**config.mk**
```make
export PLATFORM = sky130hd
export DESIGN_NAME = swd_watchdog
export DESIGN_NICKNAME = d
export VERILOG_FILES = /design/src/swd_pkg.sv /design/src/swd_watchdog.sv
export SDC_FILE = /design/constraint.sdc
export NUM_CORES = 1
export LEC_CHECK = 0
export BUFFER_PORTS_ARGS = -buffer_cell sky130_fd_sc_hd__buf_4
export CAP_MARGIN = 20
export CORE_ASPECT_RATIO = 0.6
export CORE_MARGIN = 4
export CORE_UTILIZATION = 58
export DETAILED_ROUTE_END_ITERATION = 8
export PLACE_DENSITY = 0.84
export SLEW_MARGIN = 10
export SYNTH_ARGS = -nofsm -noshare
export SYNTH_HDL_FRONTEND = slang
export SYNTH_SLANG_ARGS = --single-unit
```
**constraint.sdc**
```tcl
create_clock -name ref_clk -period 2.8 [get_ports ref_clk]
set_input_delay 0.56 -clock ref_clk [delete_from_list [all_inputs] [get_ports ref_clk]]
set_output_delay 0.56 -clock ref_clk [all_outputs]
set_load 0.02 [all_outputs]
```
**src/swd_pkg.sv**
```systemverilog
// Package for the system watchdog: constants, defaults and signal bundles
package swd_pkg;

    // Counter and prescaler widths
    localparam int CNT_W   = 16;
    localparam int PRE_W   = 14;

    // Prescaler terminal counts, one tick per N system clocks
    localparam logic [PRE_W-1:0] PRE_LAST_SLOW = 14'h3FFF;  // Divide by 16,384
    localparam logic [PRE_W-1:0] PRE_LAST_FAST = 14'h00FF;  // Divide by 256
    localparam int               PRE_DIV_FAST  = 256;

    // Counter all-ones value, the point of wrap
    localparam logic [CNT_W-1:0] CNT_MAX = 16'hFFFF;

    // Default interval at power-up, given at the reference system rate
    localparam int DEF_INTERVAL_US = 6500;
    localparam int DEF_FSYS_MHZ    = 10;
    localparam int DEF_CYCLES      = DEF_INTERVAL_US * DEF_FSYS_MHZ;
    // Ticks rounded up so the interval is never shorter than stated
    localparam int DEF_TICKS       = (DEF_CYCLES + PRE_DIV_FAST - 1) / PRE_DIV_FAST;
    localparam logic [CNT_W-1:0] RELOAD_DEF = CNT_W'(65536 - DEF_TICKS);
    localparam logic             PRESEL_DEF = 1'b0;         // 0 = divide by 256

    // Gap between prewarning and reset request, in system clocks
    localparam logic [7:0] WARN_CYCLES = 8'h10;

    // Single-cycle commands from the processor core
    typedef struct packed {
        logic service;   // Reload counter, clear prescaler
        logic wd_off;    // watchdog_off_cmd
        logic wd_on;     // watchdog_on_cmd
    } swd_cmd_t;

    // Software configuration, taken on cfg_wr
    typedef struct packed {
        logic [CNT_W-1:0] reload_value_field;  // Counter start value
        logic             presel_slow;         // 1 = divide by 16,384
    } swd_cfg_t;

    // Block state seen by software
    typedef struct packed {
        logic             enabled;   // Counting allowed
        logic             overflow;  // Overflow has occurred
        logic [CNT_W-1:0] count;     // Current counter value
    } swd_stat_t;

    // Sequencer states
    typedef enum logic [1:0] {
        SWD_RUN,
        SWD_WARN,
        SWD_RESET
    } swd_state_t;

endpackage : swd_pkg

```
**src/swd_watchdog.sv**
```systemverilog
// System watchdog: prescaler, 16-bit counter, prewarning and reset request
module swd_watchdog
    import swd_pkg::*;
(
    // Clock and reset
    input  wire logic      ref_clk,
    input  wire logic      rst,
    // Commands from the processor core
    input  wire swd_cmd_t  cmd,
    // Configuration write
    input  wire logic      cfg_wr,
    input  wire swd_cfg_t  cfg,
    // Events to the system
    output logic           prewarn_irq,
    output logic           reset_req,
    // Status
    output swd_stat_t      stat
);

    // Stored configuration
    swd_cfg_t         cfg_r;        // Reload and prescaler choice
    logic             enabled_r;    // Counting allowed
    logic [PRE_W-1:0] pre_r;        // Prescaler count
    logic [CNT_W-1:0] cnt_r;        // Watchdog counter
    swd_state_t       state_r;      // Sequencer state
    logic [7:0]       warn_r;       // Cycles since prewarning
    logic             prewarn_r;    // Prewarning pulse
    logic             reset_req_r;  // Reset request level
    logic             overflow_r;   // Sticky overflow flag

    // Derived controls
    logic             running;      // Counting in this cycle
    logic             tick;         // Prescaler terminal reached
    logic             wrap;         // Counter wraps on this tick
    logic [PRE_W-1:0] pre_last;     // Active terminal count

    // Counting only while enabled and before an overflow has been seen
    assign running  = enabled_r && (state_r == SWD_RUN);
    assign pre_last = cfg_r.presel_slow ? PRE_LAST_SLOW : PRE_LAST_FAST;
    assign tick     = running && (pre_r == pre_last) && !cmd.service;
    assign wrap     = tick && (cnt_r == CNT_MAX);

    // Configuration register, defaults chosen for the power-up interval
    always_ff @(posedge ref_clk or posedge rst) begin
        if (rst) begin
            cfg_r.reload_value_field <= RELOAD_DEF;
            cfg_r.presel_slow        <= PRESEL_DEF;
        end else if (cfg_wr) begin
            // New reload takes effect at the next service
            cfg_r <= cfg;
        end
    end

    // Enable flag; on wins when both strobes coincide, the safer choice
    always_ff @(posedge ref_clk or posedge rst) begin
        if (rst) begin
            enabled_r <= 1'b1;
        end else if (cmd.wd_on) begin
            enabled_r <= 1'b1;
        end else if (cmd.wd_off) begin
            enabled_r <= 1'b0;
        end
    end

    // Prescaler, cleared by service and held while stopped
    always_ff @(posedge ref_clk or posedge rst) begin
        if (rst) begin
            pre_r <= '0;
        end else if (cmd.service) begin
            pre_r <= '0;
        end else if (running) begin
            // Wrap at the selected terminal count
            if (pre_r == pre_last) begin
                pre_r <= '0;
            end else begin
                pre_r <= pre_r + PRE_W'(1);
            end
        end
    end

    // Counter, reloaded by service, advanced on ticks
    always_ff @(posedge ref_clk or posedge rst) begin
        if (rst) begin
            cnt_r <= RELOAD_DEF;
        end else if (cmd.service && state_r == SWD_RUN) begin
            cnt_r <= cfg_r.reload_value_field;
        end else if (tick) begin
            // Wraps to zero at overflow, then frozen
            cnt_r <= cnt_r + CNT_W'(1);
        end
    end

    // Overflow sequencer: prewarning first, reset request later
    always_ff @(posedge ref_clk or posedge rst) begin
        if (rst) begin
            state_r <= SWD_RUN;
            warn_r  <= '0;
        end else begin
            unique case (state_r)
                SWD_RUN: begin
                    // Missed service ends up here
                    if (wrap) begin
                        state_r <= SWD_WARN;
                        warn_r  <= '0;
                    end
                end
                SWD_WARN: begin
                    // Gives software time to save state; cannot be cancelled
                    if (warn_r == WARN_CYCLES - 8'h01) begin
                        state_r <= SWD_RESET;
                    end else begin
                        warn_r <= warn_r + 8'h01;
                    end
                end
                SWD_RESET: begin
                    // Held until the system reset clears the block
                    state_r <= SWD_RESET;
                end
            endcase
        end
    end

    // Event outputs and sticky overflow flag
    always_ff @(posedge ref_clk or posedge rst) begin
        if (rst) begin
            prewarn_r   <= 1'b0;
            reset_req_r <= 1'b0;
            overflow_r  <= 1'b0;
        end else begin
            prewarn_r <= wrap;
            if (wrap) begin
                overflow_r <= 1'b1;
            end
            if (state_r == SWD_WARN && warn_r == WARN_CYCLES - 8'h01) begin
                reset_req_r <= 1'b1;
            end
        end
    end

    // Outputs straight from flip-flops
    assign prewarn_irq   = prewarn_r;
    assign reset_req     = reset_req_r;
    assign stat.enabled  = enabled_r;
    assign stat.overflow = overflow_r;
    assign stat.count    = cnt_r;

    // Assertions
    AST_RESET_ENABLED: assert property (@(posedge ref_clk)
        $fell(rst) |-> enabled_r && cnt_r == RELOAD_DEF && !reset_req)
        else $error("watchdog not enabled after reset");

    AST_OFF_STOPS: assert property (@(posedge ref_clk) disable iff (rst)
        cmd.wd_off && !cmd.wd_on |=> !stat.enabled)
        else $error("off command did not stop watchdog");

    AST_ON_RESUMES: assert property (@(posedge ref_clk) disable iff (rst)
        cmd.wd_on |=> stat.enabled)
        else $error("on command did not enable watchdog");

    AST_STOPPED_HOLDS: assert property (@(posedge ref_clk) disable iff (rst)
        !enabled_r && !cmd.service && !cfg_wr |=> $stable(cnt_r) && $stable(pre_r))
        else $error("counter moved while stopped");

    AST_PREWARN_THEN_RESET: assert property (@(posedge ref_clk) disable iff (rst)
        prewarn_irq |-> !reset_req ##16 reset_req)
        else $error("reset request not after prewarning");

    AST_NO_EARLY_RESET: assert property (@(posedge ref_clk) disable iff (rst)
        $rose(reset_req) |-> $past(state_r) == SWD_WARN && overflow_r)
        else $error("reset request without overflow");

    AST_SERVICE_RELOADS: assert property (@(posedge ref_clk) disable iff (rst)
        cmd.service && state_r == SWD_RUN |=> cnt_r == $past(cfg_r.reload_value_field) && pre_r == '0)
        else $error("service did not reload and clear");

    AST_FAST_DIVIDE: assert property (@(posedge ref_clk) disable iff (rst)
        running && !cfg_r.presel_slow && pre_r == PRE_LAST_FAST && !cmd.service |=> pre_r == '0)
        else $error("prescaler did not wrap at 256");

    AST_TICK_STEP: assert property (@(posedge ref_clk) disable iff (rst)
        tick && cnt_r != CNT_MAX |=> cnt_r == $past(cnt_r) + 16'h0001)
        else $error("counter did not step by one");

    AST_PREWARN_PULSE: assert property (@(posedge ref_clk) disable iff (rst)
        prewarn_irq |=> !prewarn_irq)
        else $error("prewarning longer than one cycle");

    // Cover properties
    COV_OVERFLOW: cover property (@(posedge ref_clk) disable iff (rst) $rose(reset_req));
    COV_SERVICE: cover property (@(posedge ref_clk) disable iff (rst) cmd.service && cnt_r != RELOAD_DEF);
    COV_OFF_ON: cover property (@(posedge ref_clk) disable iff (rst) cmd.wd_off ##[1:20] cmd.wd_on);

endmodule : swd_watchdog

```
**Yosys cells after proc, flatten, opt, wreduce, memory -nomap -nowiden**

Cells that the tools add are included.

- Flip-flop bits (word level): 61
- Bits of input ports: 23

- Add/sub/neg operators: 3
- Equality and inequality tests: 8
- Muxes and demuxes: 14
- Reduce and logical (&&, ||, !) cells: 14

Operators with widths:

| cell | count |
|---|---|
| $mux 14 | 4 |
| $mux 16 | 2 |
| $add 16x1->16 const B | 1 |
| $eq 16x16->1 const B | 1 |
| $mux 8 | 2 |
| $pmux 8 s2 | 1 |
| $add 14x1->14 const B | 1 |
| $eq 14x14->1 | 1 |
| $add 8x1->8 const B | 1 |
| $eq 8x4->1 const B | 1 |
| $reduce_bool 2->1 | 4 |
| $logic_and 1x1->1 | 6 |
| $ne 2x2->1 const B | 3 |
| $pmux 2 s3 | 1 |
| $mux 2 | 2 |
| $reduce_and 3->1 | 1 |
| $eq 2x1->1 const B | 1 |
| $eq 2x2->1 const B | 1 |
| $logic_not 2->1 | 1 |
| $mux 1 | 2 |
| $reduce_and 2->1 | 1 |
| $logic_not 1->1 | 1 |

**Longest topological paths before layout**

- Depth in word-level cells: 7
- Mapped depth: 9
- Mapped depth without buffers: 8

**Least setup slack after synthesis**

Ideal clock, no wire load.

- Path type: in2reg
- Start: input cmd[2] in the netlist's numbering
- End: register state_r[1]
- Setup time: 0.125 ns
- Arrival time: 2.175 ns
- Data required time: 2.675 ns
- Setup slack: 0.500 ns
- Cell stages on the path: 6
- Buffers on the path: 1
- Cell sequence: clkbuf_1 -> nand3b_1 -> nor4_2 -> o2111ai_2 -> a22oi_1 -> mux2_2

- Word-level cells in the longest chain between the ends: 5

RTL lines:

| element | RTL line | RTL |
|---|---|---|
| start, declared | swd_watchdog.sv:9 | `input wire swd_cmd_t cmd,` |
| $logic_not 1->1 | swd_watchdog.sv:40 | `assign tick = running && (pre_r == pre_last) && !cmd.service;` |
| $logic_and 1x1->1 | swd_watchdog.sv:40 |  |
| $logic_and 1x1->1 | swd_watchdog.sv:41 | `assign wrap = tick && (cnt_r == CNT_MAX);` |
| $ne 2x2->1 (no source line) | - |  |
| $reduce_and 2->1 (no source line) | - |  |
| end signal, assigned | swd_watchdog.sv:96 | `state_r <= SWD_RUN;` |
| end signal, assigned | swd_watchdog.sv:103 | `state_r <= SWD_WARN;` |
| end signal, assigned | swd_watchdog.sv:110 | `state_r <= SWD_RESET;` |
| end, declared | swd_watchdog.sv:25 | `swd_state_t state_r;` |

Every way passes these cells.
A chain may end at the register's enable or synchronous reset.

**Worst setup path in the final report**

- Start: register state_r[1]
- End: register cnt_r[14]

- Word-level cells in the longest chain between the ends: 5
- Elaborated cells on any way between the ends: 7
- Those cells by class: mux: 1; reduce/logical: 6

RTL lines:

| element | RTL line | RTL |
|---|---|---|
| $logic_not 2->1 * | swd_watchdog.sv:38, swd_watchdog.sv:85 |  |
| $logic_and 1x1->1 | swd_watchdog.sv:38 | `assign running = enabled_r && (state_r == SWD_RUN);` |
| $logic_and 1x1->1 (2 in series) | swd_watchdog.sv:40 |  |
| $reduce_bool 2->1 (no source line) | - |  |
| end signal, assigned | swd_watchdog.sv:86 | `cnt_r <= cfg_r.reload_value_field;` |
| end signal, assigned | swd_watchdog.sv:89 | `cnt_r <= cnt_r + CNT_W'(1);` |
| end, declared | swd_watchdog.sv:24 | `logic [CNT_W-1:0] cnt_r;` |

Every way passes the cells marked *; elsewhere a longest branch is shown, timed or not.

==> flow_summary.yaml <==
placed_design:
  routabilityCongestion: 0.915
  placed_cell_area_um2: 3780
  io_buffers: 42
  post-dp-hpwl_um: 5810
  dpl_worst_slack_ns: 0.238
clock_network:
  cts_max_path_buffers: 2
  post_cts_buffers: 0
  clock_latency_ns: 0.35
  cts.sinks: 61
  cts_tree: "done"
  path_clk_slew_ns: 0.07
  numCtsBuffers: 9
  root_buffer: "clkbuf_8"
  post_cts_resized: 0
  cts_hold_buf: 0
  htree_num_levels: 3
worst_setup_path:
  worstPathRequired_ns: 3.07
  arrival_ns: 2.75
  r2r-end: "cnt_r[14]"
  reg2reg_depth: 8
  rrSetupSlack_ns: 0.33
  critPathCaptureType: "flop"
  path_max_fanout: 9
  crit_path_start_kind: "flop"
  r2r_start: "state_r[1]"
  critPathLaunch: "state_r[1]"
  critPathKind: "reg2reg"
synthesis:
  synth_top_area_cell: "dfrtp_1"
  synth_edf_count: 0
  synth.area.top_cells: "dfrtp_1 (31%), dfstp_2 (15%), mux2_2 (6.6%)"
  synthDominantCellAreaShare: 0.308
  yosys.cell_types.count: 56
  async_flop_share: 1.00
  yosysWarnings: 0
  synth_seq_cells: 61
  syn_avg_cell_area_um2: 9.86
  synth_flop_cell: "dfrtp_1"
  synth_seq_area_share: 0.454
  synth_nets: 374
  synth_area_um2: 3410
  synth_cells: 346
sta:
  worst_pin_slew_ns: 0.806
  whs_ns: 0.205
  setup_ws_ns: 0.328
  setup_viol: 0
  rsz0062_at_grt: "no"
  max-slew-margin-rel: 0.463
  layout_min_cycle_time_ns: 2.47
  maxSlewViolCount: 0
  hold_violations: 0
  tns_ns: 0
  period_share: 0.883
  fmax_mhz: 405
  skew_ns: 0.0106
route:
  routed_wl_um: 8200
  final_antenna_net_count: 0
  wl_per_cell_um: 17.3
  remaining_drc_errors: 0
  drt_first_iter_violations: 274
  dr.pass1.iters: 7
  vias_per_cell: 6.22
  num_vias: 2942
power:
  clock_power_share: 0.427
  seq_power_share: 0.522
  internal-power_w: 0.00137
  p_leak_nw: 1.67
  swShare: 0.235
  power_density_nw_per_um2: 452
  power_frac_comb: 0.050
  ir_worst_vdd_mv: 0.326
  p_sw_w: 0.000421
global_routing:
  grt_overflow: 0
  grt_pass1_wl_um: 13600
  antenna_found_initial: 0
  grt_start_max_net_pins: 25
  track_usage: 0.247
  grt_pass1_vias: 2675
layout:
  nets: 416
  design_area_um2: 3970
  syn2layout_area_growth_pct: 16.4
  utilization: 0.706
  drive_above_1_share: 0.290
  layout_common_cells: "buf_4 (49), dfrtp_1 (42), nand2_1 (37)"
  final_common_cell: "buf_4"
  diodes: 0
run_status:
  status: "finished clean"
die:
  rows: 21
  start_util: 0.607
  die_w_um: 107
  io_pins: 43
  design.core.area_um2: 5620
  die_area_um2: 7210
  die_h_um: 67.4
worst_hold_path:
  hold_class: "in2async"
flow_run:
  drv_cap: 0
[synth_stat cells (all sizes together), types with 3 or more instances]
cell type,n
clkbuf,13
nand3,22
mux2i,14
o21ai,9
a21oi,10
nand4,8
nor2,32
nor3b,3
dfstp,19
dfrtp,42
xnor2,4
or3,7
inv,13
buf,5
nor4,6
a21o,4
or4,4
mux2,20
and3,8
nor3,11
nand2,37
ha,5
a221o,14
xor2,7
[flip-flops by register name, summed over array words and instances (netlist names)]
name,count
overflow_r,1
state_r,2
prewarn_irq,1
pre_r,14
reset_req,1
cfg_r,17
enabled_r,1
cnt_r,16
warn_r,8
[layout make-up]
cell class | count | area, um^2
multi-input cells | 254 | 1710
fillers | 444 | 1650
clock inverters | 7 | 66.3
well taps | 80 | 100
flip-flops and latches | 61 | 1550
clock buffers | 9 | 124
repair buffers | 49 | 368
inverters | 13 | 48.8
[logic make-up (layout without fill, tap and decap cells)]
kind of cell,after synthesis,in the layout,share of synthesized area
compound gates,57,57,0.129
simple gates,147,147,0.220
flops,61,61,0.454
mux,34,34,0.107
fa+ha+maj,5,5,0.0183
buf+inv,31,78,0.0436
xor+xnor,11,11,0.0282
[per-layer routing]
| layer | global-route usage | part of all wire | wire length (um) |
|---|---|---|---|
| met3 | 0.0840 | 0.086 | 702 |
| met1 | 0.349 | 0.48 | 3970 |
| met5 | 0 | 0 | 0 |
| met4 | 0.0957 | 0.017 | 138 |
| met2 | 0.350 | 0.41 | 3400 |
[worst max path at each step]
stage                     slack, ns         end  cells after the start
after floorplan                0.50  state_r[1]                      6
after global placement         0.39   cnt_r[14]                      7
after detailed placement       0.24   cnt_r[15]                      7
after CTS                      0.39   cnt_r[15]                      6
after global routing           0.22   cnt_r[14]                      8
final                          0.33   cnt_r[14]                      8
[critical path, cell delays in order, from the launching register on]
cell,delay [ns]
dfrtp_1,0.39
inv_1,0.10
ha_1,0.17
nand3b_1,0.15
nor4_2,0.48
o21a_1,0.36
buf_4,0.26
mux2i_1,0.10
a221o_1,0.38
[through the flow]
stage / power [W] / std cells
2_1_floorplan: 0.00100 / 346
3_3_place_gp: 0.00104 / 457
3_5_place_dp: 0.00104 / 457
4_1_cts: 0.00181 / 473
5_1_grt: 0.00187 / 473
6_report: 0.00179 / 473
[power groups by stage]
stage          clock network, W  logic (W)  registers (W)
5_1_grt                0.000827   0.000101       0.000939
3_3_place_gp                  0  0.0000894       0.000951
4_1_cts                0.000782  0.0000922       0.000936
3_5_place_dp                  0  0.0000920       0.000952
2_1_floorplan                 0  0.0000561       0.000944
6_report               0.000766  0.0000904       0.000936
Note: power is estimated with default switching activity, not from simulation.
